**config.mk**
```make
export PLATFORM = sky130hd
export DESIGN_NAME = lrts_regs
export DESIGN_NICKNAME = d
export VERILOG_FILES = /design/src/shared/lrts_pkg.sv /design/src/hw/lrts_port_cfg.sv /design/src/hw/lrts_regs.sv
export SDC_FILE = /design/constraint.sdc
export NUM_CORES = 1
export LEC_CHECK = 0
export BUFFER_PORTS_ARGS = -buffer_cell sky130_fd_sc_hd__buf_4
export CORE_MARGIN = 2
export CORE_UTILIZATION = 49
export CTS_CLUSTER_DIAMETER = 80
export DETAILED_ROUTE_END_ITERATION = 8
export HOLD_SLACK_MARGIN = 0.03
export PLACE_DENSITY = 0.74
export SLEW_MARGIN = 10
export SYNTH_ARGS = -nofsm -noshare
export SYNTH_HDL_FRONTEND = slang
export SYNTH_SLANG_ARGS = --single-unit
export TNS_END_PERCENT = 20
```
**constraint.sdc**
```tcl
create_clock -name hclk -period 6.68 [get_ports hclk]
set_clock_uncertainty 0.05 [all_clocks]
set_input_delay 0.668 -clock hclk [delete_from_list [all_inputs] [get_ports hclk]]
set_output_delay 0.668 -clock hclk [all_outputs]
set_load 0.05 [all_outputs]
```
**src/shared/lrts_pkg.sv**
```systemverilog
// shared constants and types for the receive termination/sensitivity regs
package lrts_pkg;

    // register indices; byte address is four times the index
    localparam int          NPORT        = 8;
    localparam logic [13:0] TERM_IDX     = 14'h1007;
    localparam logic [13:0] CTRL_IDX     = 14'h1008;
    localparam logic [13:0] PORT_STRIDE  = 14'h0020;
    localparam logic [7:0]  REG_RESET    = 8'h00;

    // implemented bits; the rest read zero and drop writes
    localparam logic [7:0]  TERM_MASK    = 8'h47;
    localparam logic [7:0]  CTRL_MASK    = 8'h8F;

    // field positions
    localparam int          TERM_ON_BIT  = 6;
    localparam int          IMP_TOP_BIT  = 2;
    localparam int          LINE_CLK_BIT = 7;
    localparam int          TURNS_BIT    = 3;
    localparam int          MON_BIT      = 2;

    // impedance in ohms, by low two selection bits
    localparam logic [6:0]  IMP_OHM  [0:3] = '{7'h4B, 7'h64, 7'h6E, 7'h78};
    // monitor gain in dB
    localparam logic [5:0]  MON_GAIN [0:3] = '{6'h0E, 6'h14, 6'h1A, 6'h20};
    // sensitivity in half-dB steps, monitor on
    localparam logic [6:0]  MON_SENS [0:3] = '{7'h3C, 7'h2D, 7'h23, 7'h18};
    // max cable loss in half-dB steps, monitor off (last entry is T1)
    localparam logic [6:0]  NORM_SENS[0:3] = '{7'h18, 7'h28, 7'h3C, 7'h48};
    localparam logic [6:0]  E1_MAX_SENS    = 7'h56;
    localparam logic [5:0]  NO_GAIN        = 6'h00;

    // how the receive input is terminated
    typedef enum logic [1:0]
    {
        TERM_HIGHZ_EXT,
        TERM_EXT_120,
        TERM_INTERNAL
    } lrts_term_mode_t;

    // configuration handed to the analog receiver of one port
    typedef struct packed
    {
        logic            term_enable;
        lrts_term_mode_t term_mode;
        logic [6:0]      imp_ohm;
        logic            line_clock_in;
        logic            turns_2to1;
        logic            monitor_en;
        logic [5:0]      mon_gain_db;
        logic [6:0]      max_loss_hdb;
    } lrts_rx_cfg_t;

endpackage

```
**src/hw/lrts_port_cfg.sv**
```systemverilog
// one port's two receive registers and the decoded receiver setup
module lrts_port_cfg (
    input  wire logic                  hclk,     // bus clock
    input  wire logic                  hresetn,  // async reset, low
    input  wire logic                  wr_term,  // write termination reg
    input  wire logic                  wr_ctrl,  // write control reg
    input  wire logic [7:0]            wdata,    // write byte
    input  wire logic                  t1_mode,  // 1 = T1, 0 = E1
    output logic      [7:0]            term_nx,  // next termination value
    output logic      [7:0]            ctrl_nx,  // next control value
    output lrts_pkg::lrts_rx_cfg_t     cfg       // registered setup
);

    logic [7:0]             term_reg;
    logic [7:0]             ctrl_reg;
    lrts_pkg::lrts_rx_cfg_t cfg_reg;
    lrts_pkg::lrts_rx_cfg_t cfg_next;
    wire logic [1:0]        imp_lo;
    wire logic [1:0]        sens;
    wire logic              int_ok;
    wire logic              mon;

    // masked write; next values also feed the read path
    assign term_nx = wr_term ? (wdata & lrts_pkg::TERM_MASK) : term_reg;
    assign ctrl_nx = wr_ctrl ? (wdata & lrts_pkg::CTRL_MASK) : ctrl_reg;

    always_ff @(posedge hclk or negedge hresetn)
    begin
        if (!hresetn)
        begin
            term_reg <= lrts_pkg::REG_RESET;
            ctrl_reg <= lrts_pkg::REG_RESET;
        end
        else
        begin
            term_reg <= term_nx;
            ctrl_reg <= ctrl_nx;
        end
    end

    // decode from next values so setup lands with the write
    assign imp_lo = term_nx[1:0];
    assign sens   = ctrl_nx[1:0];
    assign mon    = ctrl_nx[lrts_pkg::MON_BIT];
    // a 2:1 transformer cannot use internal matching
    assign int_ok = term_nx[lrts_pkg::TERM_ON_BIT]
                  & ~ctrl_nx[lrts_pkg::TURNS_BIT];

    always_comb
    begin
        cfg_next               = '0;
        cfg_next.term_enable   = int_ok;
        cfg_next.imp_ohm       = lrts_pkg::IMP_OHM[imp_lo];
        cfg_next.line_clock_in = ctrl_nx[lrts_pkg::LINE_CLK_BIT];
        cfg_next.turns_2to1    = ctrl_nx[lrts_pkg::TURNS_BIT];
        cfg_next.monitor_en    = mon;
        if (!int_ok)
            cfg_next.term_mode = lrts_pkg::TERM_HIGHZ_EXT;
        else if (term_nx[lrts_pkg::IMP_TOP_BIT])
            cfg_next.term_mode = lrts_pkg::TERM_INTERNAL;
        else
            cfg_next.term_mode = lrts_pkg::TERM_EXT_120;
        if (mon)
        begin
            cfg_next.mon_gain_db  = lrts_pkg::MON_GAIN[sens];
            cfg_next.max_loss_hdb = lrts_pkg::MON_SENS[sens];
        end
        else
        begin
            cfg_next.mon_gain_db = lrts_pkg::NO_GAIN;
            if (sens == 2'h3 && !t1_mode)
                cfg_next.max_loss_hdb = lrts_pkg::E1_MAX_SENS;
            else
                cfg_next.max_loss_hdb = lrts_pkg::NORM_SENS[sens];
        end
    end

    // setup held in flops so the analog side sees clean levels
    always_ff @(posedge hclk or negedge hresetn)
    begin
        if (!hresetn)
            cfg_reg <= '0;
        else
            cfg_reg <= cfg_next;
    end

    assign cfg = cfg_reg;
endmodule

```
**src/hw/lrts_regs.sv**
```systemverilog
// AHB-Lite register bank for eight receive termination/sensitivity ports
module lrts_regs #(
    parameter int NPORT = lrts_pkg::NPORT  // number of ports
) (
    input  wire logic                              hclk,      // bus clock
    input  wire logic                              hresetn,   // reset, low
    input  wire logic                              hsel,      // slave select
    input  wire logic [31:0]                       haddr,     // byte address
    input  wire logic [1:0]                        htrans,    // transfer type
    input  wire logic                              hwrite,    // 1 = write
    input  wire logic [2:0]                        hsize,     // word only
    input  wire logic [31:0]                       hwdata,    // write data
    input  wire logic                              hready,    // bus ready
    output logic                                   hreadyout, // never waits
    output logic                                   hresp,     // always OKAY
    output logic [31:0]                            hrdata,    // read data
    input  wire logic [NPORT-1:0]                  t1_mode,   // per port T1
    output lrts_pkg::lrts_rx_cfg_t [NPORT-1:0]     rx_cfg     // rx setup
);

    logic              dp_wr_reg;
    logic [13:0]       dp_idx_reg;
    logic [31:0]       hrdata_reg;
    logic [7:0]        rd_byte;
    wire logic         ap_valid;
    wire logic         ap_read;
    wire logic         addr_ok;
    wire logic [13:0]  ap_idx;
    wire logic [NPORT-1:0] wr_term;
    wire logic [NPORT-1:0] wr_ctrl;
    wire logic [NPORT-1:0] rd_term;
    wire logic [NPORT-1:0] rd_ctrl;
    wire logic [7:0]   term_nx [NPORT];
    wire logic [7:0]   ctrl_nx [NPORT];

    // address phase decode; upper address bits must be zero
    assign ap_valid = hsel & hready & htrans[1];
    assign ap_read  = ap_valid & ~hwrite;
    assign ap_idx   = haddr[15:2];
    assign addr_ok  = (haddr[31:16] == 16'h0000);

    // single-cycle slave: every transfer ends OKAY with no wait
    assign hreadyout = 1'b1;
    assign hresp     = 1'b0;
    assign hrdata    = hrdata_reg;

    // remember write address for the data phase
    always_ff @(posedge hclk or negedge hresetn)
    begin
        if (!hresetn)
        begin
            dp_wr_reg  <= 1'b0;
            dp_idx_reg <= 14'h0000;
        end
        else if (hready)
        begin
            dp_wr_reg  <= ap_valid & hwrite & addr_ok;
            dp_idx_reg <= ap_idx;
        end
    end

    // one register pair per port, spaced by the port stride
    genvar p;
    generate
        for (p = 0; p < NPORT; p = p + 1)
        begin : g_port
            localparam logic [13:0] OFS = 14'(p * 32'(lrts_pkg::PORT_STRIDE));
            localparam logic [13:0] TIDX = lrts_pkg::TERM_IDX + OFS;
            localparam logic [13:0] CIDX = lrts_pkg::CTRL_IDX + OFS;

            assign wr_term[p] = dp_wr_reg & (dp_idx_reg == TIDX);
            assign wr_ctrl[p] = dp_wr_reg & (dp_idx_reg == CIDX);
            assign rd_term[p] = addr_ok & (ap_idx == TIDX);
            assign rd_ctrl[p] = addr_ok & (ap_idx == CIDX);

            lrts_port_cfg u_cfg (
                .hclk    (hclk),
                .hresetn (hresetn),
                .wr_term (wr_term[p]),
                .wr_ctrl (wr_ctrl[p]),
                .wdata   (hwdata[7:0]),
                .t1_mode (t1_mode[p]),
                .term_nx (term_nx[p]),
                .ctrl_nx (ctrl_nx[p]),
                .cfg     (rx_cfg[p])
            );

        end
    endgenerate

    // read mux over next values, so a read right after a write
    // returns the new byte; unmapped addresses read zero
    always_comb
    begin
        rd_byte = 8'h00;
        for (int i = 0; i < NPORT; i++)
        begin
            if (rd_term[i])
                rd_byte = rd_byte | term_nx[i];
            if (rd_ctrl[i])
                rd_byte = rd_byte | ctrl_nx[i];
        end
    end

    // read data latched at the end of the address phase
    always_ff @(posedge hclk or negedge hresetn)
    begin
        if (!hresetn)
            hrdata_reg <= 32'h00000000;
        else if (ap_read)
            hrdata_reg <= {24'h000000, rd_byte};
    end

    // port 0 control and termination register addresses, for the checks below
    localparam logic [31:0] CTRL0_ADDR = {16'h0000, lrts_pkg::CTRL_IDX, 2'h0};
    localparam logic [31:0] TERM0_ADDR = {16'h0000, lrts_pkg::TERM_IDX, 2'h0};
endmodule

```
# --- After elaboration in Yosys (flattened, before gate mapping) ---
# Index checks and enable logic that the tools add are counted.
totals:
  ff_bits: 359
  input_bits: 82
  out_inout_bits: 242
  wordCells: 401
op_classes:
  magnitude_cmp: 16
  eq_ne: 40
  muxes: 160
  bitwise_logic: 85
  reduce_logical: 17
op_table:
  columns: ["cell", "count"]
  rows:
  - ["$eq 14x13->1 const B", 32]
  - ["$mux 7", 56]
  - ["$bmux 7 s2", 24]
  - ["$mux 8", 32]
  - ["$or 8x8->8", 15]
  - ["$mux 13", 8]
  - ["$bmux 6 s2", 8]
  - ["$mux 6", 16]
  - ["$ge 3x3->1 const B", 16]
  - ["$not 2->3", 16]
  - ["$and 1x1->1", 45]
  - ["$mux 2", 16]
  - ["$eq 2x2->1 const B", 8]
  - ["$logic_not 16->1", 1]
  - ["$not 1->1", 9]
  - ["$logic_and 1x1->1", 8]
  - ["$logic_not 1->1", 8]

# --- Depth between registers and ports, before layout ---
logic_depth:
  depth_word: 34
  depth_mapped: 11
  depth_no_buf: 9

# --- Hierarchy ---
# A second synthesis with hierarchy kept.
hier_totals:
  hier_cells: 1080
  hier_area_um2: 13832.0
modules_own_cells:
  columns: ["mod", "n_inst", "cells_per_inst", "area_each_um2", "seq_area_each_um2"]
  rows:
  - ["lrts_port_cfg at g_port[1].u_cfg ...", 7, 97, 1390.1, 900.9]
  - ["lrts_regs", 1, 303, 2702.6, 575.6]
  - ["lrts_port_cfg at g_port[0].u_cfg", 1, 98, 1398.8, 900.9]

# --- Worst setup path after synthesis ---
# Ideal clock, no wire load.
synth_timing:
  path_kind: "in2reg"
  start: "in haddr[26]"
  end: "reg hrdata_reg[0] (netlist: hrdata[0])"
  arrival_time_ns: 2.658
  required_ns: 6.563
  path_slack_ns: 3.905
  path_stages: 9
  path_buffers: 2
  path_cell_list: "or4_1 > buf_2 > or4_1 > buf_2 > or2_2 > o32ai_1 > nor3_1 > nand2_1 > o32a_1"
synth_via:
  elab_chain_cells: 33
  elab_cells_between_ends: 48
  cone_classes: "mux (16); bitwise (31); reduce/logical (1)"
synth_lines:
  columns: ["item", "line_no", "rtl"]
  rows:
  - ["start: declaration", "lrts_regs.sv:8", "input wire logic [31:0] haddr,"]
  - ["$logic_not 16->1 (*)", "lrts_regs.sv:40", "assign addr_ok = (haddr[31:16] == 16'h0000);"]
  - ["$and 1x1->1", "lrts_regs.sv:73", "assign rd_term[p] = addr_ok & (ap_idx == TIDX);"]
  - ["$mux 8", "lrts_regs.sv:98", "if (rd_term[i])"]
  - ["$or 8x8->8", "lrts_regs.sv:101", "rd_byte = rd_byte | ctrl_nx[i];"]
  - ["$mux 8", "lrts_regs.sv:100", "if (rd_ctrl[i])"]
  - ["$or 8x8->8", "lrts_regs.sv:99", "rd_byte = rd_byte | term_nx[i];"]
  - ["$mux 8", "lrts_regs.sv:98", null]
  - ["$or 8x8->8", "lrts_regs.sv:101", null]
  - ["[17 not listed]", null, null]
  - ["$or 8x8->8", "lrts_regs.sv:99", null]
  - ["$mux 8", "lrts_regs.sv:98", null]
  - ["$or 8x8->8", "lrts_regs.sv:101", null]
  - ["$mux 8", "lrts_regs.sv:100", null]
  - ["$or 8x8->8", "lrts_regs.sv:99", null]
  - ["$mux 8", "lrts_regs.sv:98", null]
  - ["$or 8x8->8", "lrts_regs.sv:101", null]
  - ["$mux 8 (*)", "lrts_regs.sv:100", null]
  - ["end signal: assignment", "lrts_regs.sv:111", "hrdata_reg <= {24'h000000, rd_byte};"]
  - ["end: declaration", "lrts_regs.sv:23", "logic [31:0] hrdata_reg;"]
# Mark *: on every way between the ends. The rest lies on a longest branch, timed or not.
# A chain may end at the register's enable or synchronous reset.

# --- Worst setup path after layout ---
layout_timing:
  start: "reg dp_idx_reg[9]"
  end: "reg hrdata_reg[1] (netlist: hrdata[1])"
layout_via:
  elab_chain_cells: 34
  elab_cells_between_ends: 79
  cone_classes: "eq/ne (16); mux (32); bitwise (31)"
layout_lines:
  columns: ["item", "line_no", "rtl"]
  rows:
  - ["start: declaration", "lrts_regs.sv:22", "logic [13:0] dp_idx_reg;"]
  - ["start signal: assignment", "lrts_regs.sv:58", "dp_idx_reg <= ap_idx;"]
  - ["$eq 14x13->1", "lrts_regs.sv:71", "assign wr_term[p] = dp_wr_reg & (dp_idx_reg == TIDX);"]
  - ["$and 1x1->1", "lrts_regs.sv:71", null]
  - ["$mux 8", "lrts_port_cfg.sv:24", "assign term_nx = wr_term ? (wdata & lrts_pkg::TERM_MASK) : term_reg;"]
  - ["$mux 8", "lrts_regs.sv:98", null]
  - ["$or 8x8->8", "lrts_regs.sv:101", null]
  - ["$mux 8", "lrts_regs.sv:100", null]
  - ["$or 8x8->8", "lrts_regs.sv:99", null]
  - ["$mux 8", "lrts_regs.sv:98", null]
  - ["[18 not listed]", null, null]
  - ["$or 8x8->8", "lrts_regs.sv:99", null]
  - ["$mux 8", "lrts_regs.sv:98", null]
  - ["$or 8x8->8", "lrts_regs.sv:101", null]
  - ["$mux 8", "lrts_regs.sv:100", null]
  - ["$or 8x8->8", "lrts_regs.sv:99", null]
  - ["$mux 8", "lrts_regs.sv:98", null]
  - ["$or 8x8->8", "lrts_regs.sv:101", null]
  - ["$mux 8 (*)", "lrts_regs.sv:100", null]
# Marked as above.

==> flow_metrics.py <==
metrics = {
    "power_and_ir_drop": {
        "peakVddDrop_uv": 160.8,
        "p_int_uw": 3254,
        "p_per_area_nw_per_um2": 283.1,
        "share_seq_of_total_power_pct": 43.7,
        "switching_share_pct": 27.95,
        "power_frac_comb_pct": 15.0,
        "clockPowerShare_pct": 41.3,
        "p_switching_uw": 1262,
        "power_uw": 4516,
        "leakagePower_uw": 0.008114,
    },
    "setup_path": {
        "crit_arrival_ns": 4.07,
        "critPathBufInv": 0,
        "worstSetupPathType": "flop to flop",
        "slowest_stage": "nor4_4",
        "cpPeakStageDelay_ns": 0.89,
        "critPathLaunchType": "flop",
        "cp-end-kind": "flop",
        "rr_worst_depth": 7,
        "cp_max_fo": 16,
        "cp_top_family": "simple AND/OR/NAND/NOR gates",
        "cp.required_ns": 6.98,
        "timing.rr.start": "dp_idx_reg[9]$_DFFE_PN0P_",
        "reg2reg_setup_slack_ns": 2.91,
        "cp_cell_sequence": "nor4_4 -> and4_1 -> mux2i_1 -> nor2_1 -> a41o_1 -> nor4_1 -> a31oi_1",
        "worstReg2RegEnd": "hrdata[1]$_DFFE_PN0P_",
    },
    "route": {
        "first_iter_violations": 759,
        "vias_per_cell": 5.322,
        "vias": 8930,
        "drc": 17,
        "drt-total-wl_um": 33190,
        "ant_nets": 0,
        "wl_per_cell_um": 19.78,
        "drt_first_pass_iters": 8,
    },
    "clock_network": {
        "numClockSinks": 304,
        "postCtsHoldBufs": 0,
        "cts_tree": "done",
        "cts-htree-levels": 2,
        "cts_buffers": 34,
        "cts_resized": 0,
        "clk_latency_ns": 0.51,
        "cts_setup_buffers": 0,
        "cts_buffer_depth": 3,
        "clkSlewWorstSetupHoldPaths_ns": 0.06,
        "cts_root_buffer": "clkbuf_16",
    },
    "floorplan": {
        "die_y_um": 167.2,
        "die-area_um2": 27950,
        "rows": 59,
        "core_um2": 26130,
        "pin_count": 324,
        "die_w_um": 167.2,
        "initial_core_util_pct": 49.93,
    },
    "sta": {
        "worst_slew_pin_slew_ns": 1.079,
        "hold_viol": 0,
        "setup_tns_ns": 0,
        "slew_headroom_pct": 27.31,
        "rsz0062_at_grt": "false",
        "min_period_ns": 3.772,
        "drv_slew": 0,
        "setup_violations": 0,
        "fmax_ghz": 0.2651,
        "min_period_over_period_pct": 56.47,
        "fin_hold_ws_ns": 0.2163,
    },
    "grt": {
        "groute.usage.overall_pct": 23.56,
        "grt_pass1_wl_um": 50570,
        "globalRouteOverflowTotal": 0,
        "antenna_found_initial": 0,
        "grt_pass1_vias": 8928,
        "grt_max_degree": 183,
    },
    "run": {
        "drv_cap": 0,
    },
    "yosys": {
        "synth_seq_cells": 304,
        "synth_area_per_cell_um2": 11.82,
        "syn_inst": 1104,
        "yosysSeqAreaShare_pct": 58.30,
        "syn-cell-area_um2": 13050,
        "synth_ff_type": "dfrtp_1",
        "synth-edff-count": 0,
        "yosysUniqueCellTypes": 75,
        "yosys_warnings": 0,
        "synth-async-reset-ratio_pct": 100.0,
    },
    "outcome": {
        "outcome": "finished, violations left",
        "violations": "design-rule violations",
    },
    "placed_design": {
        "hpwl_um": 23610,
        "io_buffers": 257,
        "place_congestion": 0.9580,
    },
    "cells_and_area": {
        "fillers": 2128,
        "largest_reg_flops": 161,
        "synthToLayoutAreaGrowth_pct": 22.28,
        "fin_nets": 1460,
        "layout_common_cells": "dfrtp_1 (304), buf_4 (258), inv_1 (87), nor2_1 (83), and2_1 (57)",
        "final_common_cell": "dfrtp_1",
        "final_layout_size_suffix_gt1_share_pct": 29.49,
        "multi_input_area_um2": 4476,
        "n_antenna_cell": 0,
        "regArea_um2": 7607,
    },
    "min_path": {
        "hold_class": "primary input to async pin",
    },
}
Yosys cell counts (7+ instances only):
master	instances	area, µm²
dfrtp_1	304	7607
inv_1	87	326.6
buf_4	83	623.1
nor2_1	83	311.6
and2_1	57	356.6
ha_1	56	700.7
nand2_1	54	202.7
mux2_2	50	563.0
a21oi_1	33	165.2
mux2i_1	25	250.2
clkbuf_1	21	78.83
o21ai_0	20	100.1
nor2b_1	18	112.6
nor3_1	16	80.08
nand3_1	15	75.07
nand4_1	14	87.58
nand2b_1	12	75.07
nand4_2	10	125.1
a21o_1	9	67.56
a31oi_1	9	56.30
nor3b_1	7	52.55
o22ai_1	7	43.79
cell families (layout without fill, tap and decap cells):
kind of cell	count (synthesis)	count (layout)	synth area share (%)
and+or+nand+nor	333	333	14.72
muxes	77	77	6.521
AOI/OAI and AO/OA	127	127	6.684
DFF	304	304	58.30
buffers and inverters	205	411	8.343
adders and majority gates	56	56	5.370
other	2	35	0.05756
metal layers:
| metal | track usage, % | part of all wire [%] | wire (µm) |
|---|---|---|---|
| met4 | 8.015 | 2.6 | 878 |
| met2 | 39.13 | 49 | 16110 |
| met1 | 30.56 | 40 | 13360 |
| met5 | 0 | 0 | 0 |
| met3 | 5.672 | 8.6 | 2838 |
how the worst max path moves through the flow:
stage / endpoint / cells past startpoint / from / slack [ns]
floorplan: hrdata[0]$_DFFE_PN0P_ / 9 / haddr[26] / 3.91
global placement: hrdata[6]$_DFFE_PN0P_ / 7 / haddr[26] / 2.86
detailed placement: hrdata[6]$_DFFE_PN0P_ / 7 / haddr[26] / 2.84
CTS: hrdata[1]$_DFFE_PN0P_ / 7 / dp_idx_reg[9]$_DFFE_PN0P_ / 2.95
global route: g_port[7].u_cfg.cfg[3]$_DFF_PN0_ / 7 / dp_idx_reg[9]$_DFFE_PN0P_ / 2.67
finish: hrdata[1]$_DFFE_PN0P_ / 7 / dp_idx_reg[9]$_DFFE_PN0P_ / 2.91
per-stage QoR:
stage               instance area [µm²]  utilization [%]  setup WS, ns  instances
global placement                  14830            56.74         2.859       1621
global route                      15950            61.05         2.672       1678
CTS                               15950            61.05         2.947       1678
floorplan                         13170                -         3.905       1137
finish                            15950            61.05         2.908       1678
detailed placement                14830            56.74         2.842       1621
worst register-to-register path, delay by kind of cell (launching register included):
family             cells  cell delay [ns]
muxes                  1             0.54
AOI/OAI and AO/OA      2             0.40
DFF                    1             0.40
and+or+nand+nor        4             2.21
cell type report:
class / count / share of cell area, %
flip-flops and latches: 304 / 47.68
multi-input cells: 628 / 28.05
repair buffers: 260 / 12.36
clock buffers: 47 / 6.415
well taps: 335 / 2.627
inverters: 94 / 2.212
clock inverters: 10 / 0.6509
power by group through the flow:
stage / Sequential, µW / Combinational, µW / Clock [µW]
final: 1970 / 678 / 1860
after global routing: 1980 / 714 / 1970
after CTS: 1970 / 684 / 1890
after detailed placement: 2010 / 682 / 0
after global placement: 2000 / 673 / 0
after floorplan: 2210 / 268 / 0
No activity file was read; power rests on OpenSTA's default activity.
